## src/rtl/csw_map.svh

```systemverilog
`ifndef CSW_MAP_SVH
`define CSW_MAP_SVH
// ==================================================
// register offsets (byte addresses, one word each)
`define CSW_OFS_CTRL      8'h00
`define CSW_OFS_CHIP      8'h04
`define CSW_OFS_STAT      8'h08
`define CSW_OFS_IRQ_STAT  8'h0C
`define CSW_OFS_IRQ_MASK  8'h10
// ==================================================
// field positions
`define CSW_CTRL_CFGV     3
`define CSW_STAT_ERR      0
`define CSW_STAT_ARMED    1
`define CSW_STAT_SIL      2
`define CSW_STAT_WOKEN    3
`define CSW_IRQ_WAKE      0
`define CSW_IRQ_ERR       1
`define CSW_IRQ_SIL       2
// ==================================================
// mode field codes
`define CSW_MODE_OFF      3'h0
`define CSW_MODE_WK       3'h1
`define CSW_MODE_SWK      3'h5
// chip mode command codes
`define CSW_CMD_NORMAL    2'h0
`define CSW_CMD_STOP      2'h1
`define CSW_CMD_SLEEP     2'h2
// ==================================================
// reset values
`define CSW_RST_MODE      3'h0
`define CSW_RST_MASK      3'h0
`endif

```

## src/rtl/csw_pkg.sv

```systemverilog
package csw_pkg;
   // ==================================================
   // chip power states
   typedef enum logic [1:0] {
      CHIP_NORMAL,
      CHIP_STOP,
      CHIP_SLEEP,
      CHIP_RESTART
   } csw_chip_e;

   typedef logic [2:0] csw_mode_t;
   typedef logic [2:0] csw_irq_t;
endpackage

```

## src/rtl/csw_irq_if.sv

```systemverilog
`timescale 1ns/1ps
interface csw_irq_if;
   import csw_pkg::*;
   csw_irq_t event_set;   // one-cycle event pulses
   logic     stat_clr_we; // write-one-to-clear strobe
   logic     mask_we;     // mask write strobe
   csw_irq_t wdata;       // write data for both
   csw_irq_t stat;        // sticky status
   csw_irq_t mask;        // enable mask
   logic     irq;         // registered interrupt level

   modport core (output event_set, stat_clr_we, mask_we, wdata,
                 input  stat, mask, irq);
   modport unit (input  event_set, stat_clr_we, mask_we, wdata,
                 output stat, mask, irq);
endinterface

```

## src/rtl/csw_irq.sv

```systemverilog
`timescale 1ns/1ps
`include "csw_map.svh"
module csw_irq
   import csw_pkg::*;
(
   input wire logic  clock_i,
   input wire logic  reset_n_i,
   csw_irq_if.unit   irq_bus
);
   csw_irq_t stat_ff;
   csw_irq_t mask_ff;
   logic     irq_ff;
   csw_irq_t nxt_stat;
   csw_irq_t clr_bits;

   // ==================================================
   // sticky status: a set in the clear cycle wins
   assign clr_bits = irq_bus.stat_clr_we ? irq_bus.wdata : 3'h0;
   assign nxt_stat = (stat_ff & ~clr_bits) | irq_bus.event_set;

   // status, mask and the level output
   always_ff @(posedge clock_i or negedge reset_n_i) begin
      if (!reset_n_i) begin
         stat_ff <= 3'h0;
         mask_ff <= `CSW_RST_MASK;
         irq_ff  <= 1'b0;
      end else begin
         stat_ff <= nxt_stat;
         if (irq_bus.mask_we) begin
            mask_ff <= irq_bus.wdata;
         end
         irq_ff <= |(nxt_stat & (irq_bus.mask_we ? irq_bus.wdata : mask_ff));
      end
   end

   assign irq_bus.stat = stat_ff;
   assign irq_bus.mask = mask_ff;
   assign irq_bus.irq  = irq_ff;
endmodule // csw_irq

```

## src/rtl/csw_mode_ctrl.sv

```systemverilog
// Implementation choices: the address map and the plain strobed port.
`timescale 1ns/1ps
`include "csw_map.svh"
module csw_mode_ctrl
   import csw_pkg::*;
(
   input  wire logic        clock_i,
   input  wire logic        reset_n_i,
   input  wire logic [7:0]  addr_i,
   input  wire logic [31:0] wdata_i,
   input  wire logic        wr_i,
   input  wire logic        rd_i,
   output logic      [31:0] rdata_o,
   input  wire logic        wake_frame_i,
   input  wire logic        wake_pattern_i,
   input  wire logic        bus_silent_i,
   input  wire logic        cnt_overflow_i,
   input  wire logic        cfg_check_fail_i,
   input  wire logic        bus_rxd_i,
   input  wire logic        mcu_txd_i,
   output logic             rxd_o,
   output logic             bus_txd_o,
   output logic             tx_en_o,
   output logic      [2:0]  eff_mode_o,
   output logic      [1:0]  chip_mode_o,
   output logic             irq_o
);
   // ==================================================
   // state and declarations
   csw_chip_e chip_ff;
   csw_chip_e nxt_chip;
   csw_mode_t mode_ff;
   csw_mode_t nxt_mode;
   logic      cfgv_ff;
   logic      nxt_cfgv;
   logic      err_ff;
   logic      nxt_err;
   logic      sil_ff;
   logic      nxt_sil;
   logic      woken_ff;
   logic      nxt_woken;
   logic      left_ff;
   logic      nxt_left;
   logic [31:0] rdata_ff;
   logic [2:0]  eff_ff;
   logic        rxd_ff;
   logic        txd_ff;
   logic        txen_ff;
   logic [1:0]  rxd_sync_ff;
   logic [1:0]  txd_sync_ff;

   csw_irq_if irq_bus ();

   // ==================================================
   // helpers
   // a code with msb set and a live low pair selects selective wake
   function automatic logic is_swk(input csw_mode_t m);
      is_swk = m[2] & (m[1:0] != 2'h0);
   endfunction

   // effective transceiver mode: msb means wake function live
   function automatic logic [2:0] eff_of(input csw_mode_t m,
                                         input logic e);
      if (m[1:0] == 2'h0) begin
         eff_of = `CSW_MODE_OFF;
      end else begin
         eff_of = {is_swk(m) & ~e, m[1:0]};
      end
   endfunction

   // ==================================================
   // pin synchronisers: bus data and controller transmit data
   always_ff @(posedge clock_i or negedge reset_n_i) begin
      if (!reset_n_i) begin
         rxd_sync_ff <= 2'h3;
         txd_sync_ff <= 2'h3;
      end else begin
         rxd_sync_ff <= {rxd_sync_ff[0], bus_rxd_i};
         txd_sync_ff <= {txd_sync_ff[0], mcu_txd_i};
      end
   end

   // ==================================================
   // register bus decode
   wire sel_ctrl   = (addr_i == `CSW_OFS_CTRL);
   wire sel_chip   = (addr_i == `CSW_OFS_CHIP);
   wire sel_stat   = (addr_i == `CSW_OFS_STAT);
   wire sel_istat  = (addr_i == `CSW_OFS_IRQ_STAT);
   wire sel_imask  = (addr_i == `CSW_OFS_IRQ_MASK);
   wire wr_ctrl    = wr_i & sel_ctrl;
   wire wr_chip    = wr_i & sel_chip;
   wire wr_stat    = wr_i & sel_stat;
   wire in_normal  = (chip_ff == CHIP_NORMAL);
   wire [2:0] wmode = wdata_i[2:0];
   wire       wcfgv = wdata_i[`CSW_CTRL_CFGV];

   // field writes take effect only in Normal
   wire mode_wr_ok = wr_ctrl & in_normal;

   // ==================================================
   // selective wake qualification
   wire swk_sel    = is_swk(mode_ff);
   wire swk_active = swk_sel & ~err_ff;
   wire wk_plain   = (mode_ff == `CSW_MODE_WK) | (swk_sel & err_ff);
   wire armed      = swk_active & ~woken_ff;

   // frames count only with a clean wake function
   wire frame_hit  = wake_frame_i & armed;
   wire low_power  = (chip_ff == CHIP_STOP) | (chip_ff == CHIP_SLEEP);
   wire pattern_hit = wake_pattern_i & wk_plain & ~woken_ff & low_power;
   wire wake_ev    = frame_hit | pattern_hit;

   // config check at enable: wake mode with config not marked valid
   wire enable_fail = mode_wr_ok & is_swk(wmode) & ~wcfgv;
   wire enable_ok   = mode_wr_ok & is_swk(wmode) & wcfgv & ~swk_sel;
   wire err_set     = (swk_sel & (cfg_check_fail_i | cnt_overflow_i))
                    | enable_fail;
   wire err_clr     = (wr_stat & wdata_i[`CSW_STAT_ERR]) | enable_ok;

   // chip command acceptance: low power only from Normal
   wire [1:0] cmd  = wdata_i[1:0];
   wire go_stop    = wr_chip & in_normal & (cmd == `CSW_CMD_STOP);
   wire go_sleep   = wr_chip & in_normal & (cmd == `CSW_CMD_SLEEP);
   wire go_normal  = wr_chip & (cmd == `CSW_CMD_NORMAL)
                   & ((chip_ff == CHIP_STOP) | (chip_ff == CHIP_RESTART));

   // sleep remap of the field: receive/normal fold to wake capable
   wire [2:0] sleep_mode =
      (mode_ff[1:0] == 2'h0) ? mode_ff :            // off codes kept
      swk_sel               ? `CSW_MODE_SWK :
                              `CSW_MODE_WK;

   // ==================================================
   // next-state logic, all mappings on the accepting edge
   always_comb begin
      nxt_chip  = chip_ff;
      nxt_mode  = mode_ff;
      nxt_cfgv  = cfgv_ff;
      nxt_err   = err_ff;
      nxt_sil   = sil_ff;
      nxt_woken = woken_ff;
      nxt_left  = left_ff;
      // host writes of field and config valid
      if (mode_wr_ok) begin
         nxt_mode = wmode;
         nxt_cfgv = wcfgv;
         if (woken_ff & (wmode != mode_ff)) begin
            nxt_left = 1'b1;
         end
         if (left_ff & ((wmode == `CSW_MODE_WK) | is_swk(wmode))) begin
            nxt_woken = 1'b0;
            nxt_left  = 1'b0;
         end
      end
      // error flag: a set beats a clear in the same cycle
      if (err_clr) begin
         nxt_err = 1'b0;
      end
      if (err_set) begin
         nxt_err = 1'b1;
      end
      // silence flag: cleared by a pattern, set while monitoring
      if (wake_pattern_i | (wr_stat & wdata_i[`CSW_STAT_SIL])) begin
         nxt_sil = 1'b0;
      end
      if (bus_silent_i & swk_active) begin
         nxt_sil = 1'b1;
      end
      // chip transitions
      if (go_stop) begin
         nxt_chip = CHIP_STOP;
      end else if (go_sleep) begin
         nxt_chip  = CHIP_SLEEP;
         nxt_mode  = sleep_mode;
         nxt_woken = 1'b0;
         nxt_left  = 1'b0;
      end else if (go_normal) begin
         nxt_chip = CHIP_NORMAL;
      end
      // wake handling; a wake in sleep restarts the chip
      if (wake_ev) begin
         nxt_woken = 1'b1;
         nxt_left  = 1'b0;
         if (chip_ff == CHIP_SLEEP) begin
            nxt_chip = CHIP_RESTART;
            nxt_cfgv = 1'b0;
         end
      end
   end

   // ==================================================
   // control state
   always_ff @(posedge clock_i or negedge reset_n_i) begin
      if (!reset_n_i) begin
         chip_ff  <= CHIP_NORMAL;
         mode_ff  <= `CSW_RST_MODE;
         cfgv_ff  <= 1'b0;
         err_ff   <= 1'b0;
         sil_ff   <= 1'b0;
         woken_ff <= 1'b0;
         left_ff  <= 1'b0;
      end else begin
         chip_ff  <= nxt_chip;
         mode_ff  <= nxt_mode;
         cfgv_ff  <= nxt_cfgv;
         err_ff   <= nxt_err;
         sil_ff   <= nxt_sil;
         woken_ff <= nxt_woken;
         left_ff  <= nxt_left;
      end
   end

   // ==================================================
   // transceiver outputs, computed from next state so that the
   // new mode appears whole, never a half-mapped mix
   wire [2:0] nxt_eff   = eff_of(nxt_mode, nxt_err);
   wire       nxt_rx_on = nxt_eff[1] & (nxt_chip != CHIP_SLEEP);
   wire       nxt_tx_on = (nxt_eff[1:0] == 2'h3)
                        & (nxt_chip != CHIP_SLEEP);
   // rxd low flags a latched wake; a frame wake keeps it high only in its own hit cycle
   wire       nxt_rxd   = nxt_rx_on ? rxd_sync_ff[1] :
                          ~(nxt_woken & ~frame_hit);

   always_ff @(posedge clock_i or negedge reset_n_i) begin
      if (!reset_n_i) begin
         eff_ff  <= `CSW_MODE_OFF;
         txen_ff <= 1'b0;
         rxd_ff  <= 1'b1;
         txd_ff  <= 1'b1;
      end else begin
         eff_ff  <= nxt_eff;
         txen_ff <= nxt_tx_on;
         rxd_ff  <= nxt_rxd;
         txd_ff  <= nxt_tx_on ? txd_sync_ff[1] : 1'b1;
      end
   end

   // ==================================================
   // interrupt unit hookup
   assign irq_bus.event_set   = {bus_silent_i & swk_active & ~sil_ff,
                                 err_set & ~err_ff,
                                 wake_ev & (chip_ff != CHIP_SLEEP)};
   assign irq_bus.stat_clr_we = wr_i & sel_istat;
   assign irq_bus.mask_we     = wr_i & sel_imask;
   assign irq_bus.wdata       = wdata_i[2:0];

   csw_irq u_irq (
      .clock_i   (clock_i),
      .reset_n_i (reset_n_i),
      .irq_bus   (irq_bus)
   );

   // ==================================================
   // read mux; unmapped addresses read zero
   wire [31:0] rd_ctrl = {28'h0, cfgv_ff, mode_ff};
   wire [31:0] rd_chip = {30'h0, chip_ff};
   wire [31:0] rd_stat = {25'h0, eff_ff, woken_ff, sil_ff,
                          armed, err_ff};
   wire [31:0] rd_mux  =
      sel_ctrl  ? rd_ctrl :
      sel_chip  ? rd_chip :
      sel_stat  ? rd_stat :
      sel_istat ? {29'h0, irq_bus.stat} :
      sel_imask ? {29'h0, irq_bus.mask} : 32'h0;

   // read data stand only in the cycle after the strobe
   always_ff @(posedge clock_i or negedge reset_n_i) begin
      if (!reset_n_i) begin
         rdata_ff <= 32'h0;
      end else begin
         rdata_ff <= rd_i ? rd_mux : 32'h0;
      end
   end

   // ==================================================
   // outputs straight from flops
   assign rdata_o     = rdata_ff;
   assign rxd_o       = rxd_ff;
   assign bus_txd_o   = txd_ff;
   assign tx_en_o     = txen_ff;
   assign eff_mode_o  = eff_ff;
   assign chip_mode_o = chip_ff;
   assign irq_o       = irq_bus.irq;
endmodule // csw_mode_ctrl

```

## config.mk

```make
export PLATFORM = sky130hd
export DESIGN_NAME = csw_mode_ctrl
export DESIGN_NICKNAME = d
export VERILOG_FILES = /design/src/rtl/csw_pkg.sv /design/src/rtl/csw_irq_if.sv /design/src/rtl/csw_irq.sv /design/src/rtl/csw_mode_ctrl.sv
export VERILOG_INCLUDE_DIRS = /design/src /design/src/rtl
export SDC_FILE = /design/constraint.sdc
export NUM_CORES = 1
export LEC_CHECK = 0
export BUFFER_PORTS_ARGS = -buffer_cell sky130_fd_sc_hd__buf_2
export CAP_MARGIN = 40
export CORE_MARGIN = 10
export CORE_UTILIZATION = 24
export CTS_BUF_LIST = sky130_fd_sc_hd__clkbuf_16
export CTS_CLUSTER_SIZE = 30
export DETAILED_ROUTE_END_ITERATION = 7
export GPL_ROUTABILITY_DRIVEN = 0
export PLACE_DENSITY = 0.47
export SYNTH_ARGS = -nofsm -noshare
export SYNTH_HDL_FRONTEND = slang
export SYNTH_HIERARCHICAL = 1
export SYNTH_SLANG_ARGS = --single-unit
```

## constraint.sdc

```tcl
create_clock -name clock_i -period 2.52 [get_ports clock_i]
set_input_delay 0.504 -clock clock_i [delete_from_list [all_inputs] [get_ports clock_i]]
set_output_delay 0.504 -clock clock_i [all_outputs]
set_load 0.005 [all_outputs]
```

==> impl_metrics.tcl, run 1 <==
set metrics [dict create \
    hold_viol 0 \
    synthCells 189 \
    synth_area_per_cell_um2 10.5 \
    final_cell_mix "38 x buf_2, 28 x dfrtp_1, 25 x conb_1" \
    r2r-start "chip_mode_o[1]" \
    power_frac_comb_pct 7.0 \
    fp.dieH_um 111 \
    synth_edf_count 0 \
    maxSlewViolCount 0 \
    cts_resized 0 \
    max_cap_viol_count 0 \
    postRouteAntennaNets 0 \
    nets 300 \
    critPathMaxFanout 5 \
    rsz0062_at_grt "false" \
    antenna_found_initial 0 \
    start_util_pct 24.4 \
    power.density_nw_per_um2 545 \
    cp-endpoint "rxd_o" \
    grt_max_degree 35 \
    hpwl_um 4290 \
    min_period_over_period_pct 87.4 \
    cts_root_buffer "clkbuf_16" \
    reg2regPathDepth 7 \
    swShare_pct 21.7 \
    insertion_delay_ps 280 \
    overflow 0 \
    instances_no_fill 351 \
    io_buffers 38 \
    firstDrtPassIters 4 \
    antenna_cells 0 \
    dieWidth_um 111 \
    fin_crit_ps 2200 \
    end_kind "flip-flop" \
    p_switching_mw 0.291 \
    dieArea_um2 12300 \
    h-tree-depth 2 \
    seq_area_frac_synth_pct 43.3 \
    reg2reg_to "rxd_o" \
    cts_tree "built" \
    grt_usage_pct 8.79 \
    clkPwrFrac_pct 51.0 \
    max-vdd-ir-drop_uv 261 \
    synth.distinct_cells 57 \
    slew_headroom_pct 46.9 \
    grt_pass1_wl_um 8890 \
    boundaryPins 92 \
    ys_ff_latch 34 \
    cp_data_arrival_time_ps 2410 \
    power.internal_mw 1.05 \
    critPathLaunch "chip_mode_o[1]" \
    synth_flop_cell "dfrtp_1" \
    cts.clk_slew.worst_paths_ps 50 \
    worst_pin_slew_ps 797 \
    r2r_slack_ps 320 \
    placementRows 33 \
    fill_cells 847 \
    syn_area_um2 1980 \
    drcViolationCount 0 \
    skew_ps 3.02 \
    hold_path.class "in2async" \
    holdBufCountCts 0 \
    clk_path_buf_depth 2 \
    mostFrequentLayoutCell "buf_2" \
    drt-total-wl_um 5460 \
    coreArea_um2 8130 \
    dp_cells 343 \
    yosys_warnings 6 \
    num_vias 1584 \
    setup_viol 0 \
    vias_per_cell 4.51 \
    criticalPathCategory "reg2reg" \
    status "finished clean" \
    synthArstFlopShare_pct 100 \
    p_leak_nw 1.17 \
    required_ps 2720 \
    grt_pass1_vias 1768 \
    multi_input_area_um2 988 \
    wl_per_cell_um 15.5 \
    cts_setup_buffers 0 \
    worst_setup_path_start_kind "flip-flop" \
    fmax_ghz 0.454 \
    numCtsBuffers 5 \
    layout-drive-gt1-share_pct 34.1 \
    ff_latch_area_um2 858 \
    drt-initial-drc-count 70 \
    syn2layout_area_growth_pct 24.2 \
    pwr-share-seq_pct 42.0 \
    timing.setup.tns_ps 0 \
    clkSinkCount 34 \
]
==> power groups by stage <==
stage                     clock (mW)  sequential, mW  combinational [mW]
after global placement             0           0.572              0.0920
after global routing           0.720           0.563               0.107
after detailed placement           0           0.572              0.0932
after floorplan                    0           0.571              0.0678
final                          0.684           0.563              0.0944
after CTS                      0.699           0.563              0.0936
==> registers in the layout (all words and copies together), names as in the netlist, 2 cells and up <==
name / cells
txd_sync_ff: 2
mode_ff: 3
chip_mode_o: 2
u_irq/irq_bus.stat: 3
rdata_o: 7
eff_mode_o: 3
u_irq/irq_bus.mask: 3
rxd_sync_ff: 2
==> how the worst min path moves through the flow <==
stage / from / endpoint / cells after the start
6_report: reset_n_i / rdata_o[2] / 1
5_1_grt: bus_rxd_i / rxd_sync_ff[0] / 1
4_1_cts: bus_rxd_i / rxd_sync_ff[0] / 1
3_5_place_dp: rxd_sync_ff[0] / rxd_sync_ff[1] / 0
3_3_place_gp: txd_sync_ff[0] / txd_sync_ff[1] / 0
2_1_floorplan: reset_n_i / cfgv_ff / 0
==> critical path, cell delays in order (launching register included) <==
cell and delay [ps]:
dfrtp_1 410, inv_1 100, ha_1 320, nand4_1 100, a311oi_1 110, and2_1 210
o41ai_2 510, mux2_1 360
==> layout make-up <==
cell class	count	share of cell area (%)
tap	105	5.34
timing repair buffer	53	12.3
clock inverter	3	1.52
sequential	34	34.9
inverter	5	0.762
clock buffer	5	5.08
multi-input combinational	146	40.1
==> metal layers <==
layer  part of all wire (%)  global-route usage (%)  up-vias
met2                     49                    14.3       45
met3                    5.3                    2.65        8
met4                    1.9                    3.73        0
met1                     44                    10.4      769
li1                       -                       -      762
met5                      0                       0        -
==> cell families (layout without fill, tap and decap cells) <==
group | Yosys count | count (layout) | share of synthesized area (%)
AND/OR/NAND/NOR | 66 | 66 | 21.5
AO/OA/AOI/OAI | 42 | 42 | 16.1
flip-flops | 34 | 34 | 43.3
buffers and inverters | 33 | 66 | 11.4
multiplexers | 6 | 6 | 3.72
adder cells (fa/ha/maj) | 4 | 4 | 2.53
XOR/XNOR | 3 | 3 | 1.33
other | 1 | 25 | 0.189
==> synth_stat cells, types with 4 or more instances <==
| cell | count | area share, % |
|---|---|---|
| nand2_1 | 8 | 1.5 |
| dfrtp_1 | 28 | 35 |
| and2_1 | 7 | 2.2 |
| and3_1 | 4 | 1.3 |
| a21oi_1 | 4 | 1.0 |
| nor2_1 | 11 | 2.1 |
| a21o_1 | 4 | 1.5 |
| ha_1 | 4 | 2.5 |
| o21ai_0 | 8 | 2.0 |
| dfstp_2 | 6 | 8.0 |
| buf_4 | 25 | 9.5 |
| inv_1 | 5 | 0.95 |
==> per-stage QoR <==
| step | hold WS [ps] | instance area, µm² | setup WS (ps) | total power [mW] | utilization, % |
|---|---|---|---|---|---|
| CTS | 317 | 2460 | 287 | 1.35 | 30.3 |
| detailed placement | 349 | 2300 | 44.3 | 0.665 | 28.3 |
| floorplan | 208 | 2070 | 217 | 0.638 | - |
| global placement | 346 | 2300 | 49.7 | 0.664 | 28.3 |
| global route | 314 | 2460 | 173 | 1.39 | 30.3 |
| finish | 310 | 2460 | 318 | 1.34 | 30.3 |
Note: power is estimated with default switching activity, not from simulation.
==> inputs of run 2 (changes only) <==
--- a/config.mk
+++ b/config.mk
@@ -14,7 +14,7 @@
 export CTS_CLUSTER_SIZE = 30
 export DETAILED_ROUTE_END_ITERATION = 7
 export GPL_ROUTABILITY_DRIVEN = 0
-export PLACE_DENSITY = 0.47
+export PLACE_DENSITY = 0.48
 export SYNTH_ARGS = -nofsm -noshare
 export SYNTH_HDL_FRONTEND = slang
 export SYNTH_HIERARCHICAL = 1
==> constraint.sdc (replaced) <==
create_clock -name clock_i -period 1.95 [get_ports clock_i]
set_input_delay 0.39 -clock clock_i [delete_from_list [all_inputs] [get_ports clock_i]]
set_output_delay 0.39 -clock clock_i [all_outputs]
set_load 0.005 [all_outputs]
==> run 2 against run 1 <==
Flip-flop and latch count unchanged. Clock power rose by 12%. Sequential power grew 29%. Routed wire length grew 6.6%. Global-route usage is 0.50 points higher. The run now ends with setup timing left. Setup slack got worse by 390 ps. Power increased by 24%. Final cell count up 13%. First-iteration DRC count is 27% higher. Critical path depth stayed put. Non-clock buffer count rose by 46. Largest power group unchanged. Critical path type is now in2reg.
==> impl_metrics.tcl, run 2 (synthesis gave the netlist of run 1 again) <==
set metrics [dict create \
    maxSlewViolCount 0 \
    hold_viol 0 \
    num_vias 1749 \
    critPathLaunch "addr_i[4]" \
    violations "setup timing" \
    p_leak_nw 1.40 \
    firstDrtPassIters 4 \
    cts_root_buffer "clkbuf_16" \
    placementRows 33 \
    drt-total-wl_um 5820 \
    reg2regPathDepth 9 \
    max-vdd-ir-drop_uv 269 \
    required_ps 2170 \
    hold_path.class "in2async" \
    grt_max_degree 35 \
    layout-drive-gt1-share_pct 49.3 \
    min_period_over_period_pct 104 \
    h-tree-depth 2 \
    fp.dieH_um 111 \
    end_kind "flip-flop" \
    insertion_delay_ps 280 \
    skew_ps 1.42 \
    mostFrequentLayoutCell "buf_4" \
    grt_pass1_vias 1870 \
    rsz0062_at_grt "true" \
    grt_usage_pct 9.29 \
    fin_crit_ps 2020 \
    dieArea_um2 12300 \
    wl_per_cell_um 14.7 \
    fmax_ghz 0.495 \
    fin_area_um2 2920 \
    fin_hold_ws_ps 132 \
    antenna_cells 0 \
    criticalPathCategory "in2reg" \
    boundaryPins 92 \
    setup_ws_ps -69.0 \
    cts.clk_slew.worst_paths_ps 50 \
    power.density_nw_per_um2 568 \
    drt-initial-drc-count 89 \
    timing.setup.tns_ps -155 \
    vias_per_cell 4.41 \
    reg2reg_to "u_irq/irq_bus.irq" \
    cp-endpoint "u_irq/irq_bus.irq" \
    dieWidth_um 111 \
    cp_data_arrival_time_ps 2240 \
    fill_cells 840 \
    cts_tree "built" \
    antenna_found_initial 0 \
    holdBufCountCts 0 \
    clkSinkCount 34 \
    largest_reg_flops 7 \
    io_buffers 38 \
    worst_setup_path_start_kind "input pin" \
    clk_path_buf_depth 2 \
    critPathMaxFanout 5 \
    grt_pass1_wl_um 9430 \
    r2r_slack_ps -30 \
    max_cap_viol_count 0 \
    coreArea_um2 8130 \
    setup_viol 4 \
    syn2layout_area_growth_pct 47.2 \
    r2r-start "chip_mode_o[0]" \
    hpwl_um 4760 \
    start_util_pct 24.4 \
    overflow 0 \
    nets 346 \
    numCtsBuffers 5 \
    postRouteAntennaNets 0 \
    status "complete, but fails checks" \
    placed_cell_area_um2 2620 \
    final_cell_mix "57 x buf_4, 34 x buf_2, 28 x dfrtp_1" \
    drcViolationCount 0 \
]
run 2: cell count changes in the layout (fill, tap and decap cells not counted), moves of 3 or more:
cell	change
buf_4	+42
buf_2	-4
buf_6	+8
inv_1	-3
run 2: worst max-delay path: stages:
cell and delay (ps):
buf_6 90, or4_4 570, or4_4 560, o22a_1 250, nor2_2 140, o21a_1 130
a221o_1 110
run 2: what timing repair did:
action / in CTS / in global routing
endpoints found under the setup margin: 4 / 8
setup buffers: 2 / 2
pin swaps: 8 / 11
resized for setup: 12 / 15
run 2: through the flow:
step | total power, mW | setup WS (ps) | std cells | util (%)
final | 1.66 | -69.0 | 397 | 35.9
after floorplan | 0.825 | -235 | 213 | -
after global placement | 0.888 | -383 | 385 | 32.2
after detailed placement | 0.890 | -383 | 385 | 32.2
after CTS | 1.67 | -47.6 | 395 | 34.7
after global routing | 1.73 | -138 | 397 | 35.9
run 2: layout make-up:
cell class / count / area (µm²) / share of cell area, %
Clock buffer: 5 / 125 / 4.29
Multi-Input combinational cell: 146 / 1080 / 37.0
Tap cell: 105 / 131 / 4.50
Clock inverter: 3 / 16.3 / 0.558
Timing Repair Buffer: 99 / 688 / 23.6
Inverter: 5 / 18.8 / 0.644
Sequential cell: 34 / 858 / 29.4
run 2: worst min path at each step:
stage | startpoint | end | slack, ps | depth (start not counted)
5_1_grt | reset_n_i | u_irq/irq_bus.irq | 180 | 2
6_report | reset_n_i | u_irq/irq_bus.mask[2] | 130 | 2
3_5_place_dp | rxd_sync_ff[0] | rxd_sync_ff[1] | 350 | 0
4_1_cts | reset_n_i | u_irq/irq_bus.irq | 170 | 2
3_3_place_gp | txd_sync_ff[0] | txd_sync_ff[1] | 350 | 0
2_1_floorplan | reset_n_i | cfgv_ff | 90 | 0
run 2: layer usage:
layer / GRT usage, % / routed length (µm) / share of wire [%] / vias up
li1: - / - / - / 857
met1: 11.3 / 2620 / 45 / 843
met2: 15.2 / 2830 / 49 / 44
met3: 2.33 / 273 / 4.7 / 5
met4: 3.91 / 90 / 1.5 / 0
met5: 0 / 0 / 0 / -
run 2: power by group:
part           internal, mW  switching (mW)
logic                0.0763          0.0871
clock network         0.466           0.302
registers             0.720         0.00551
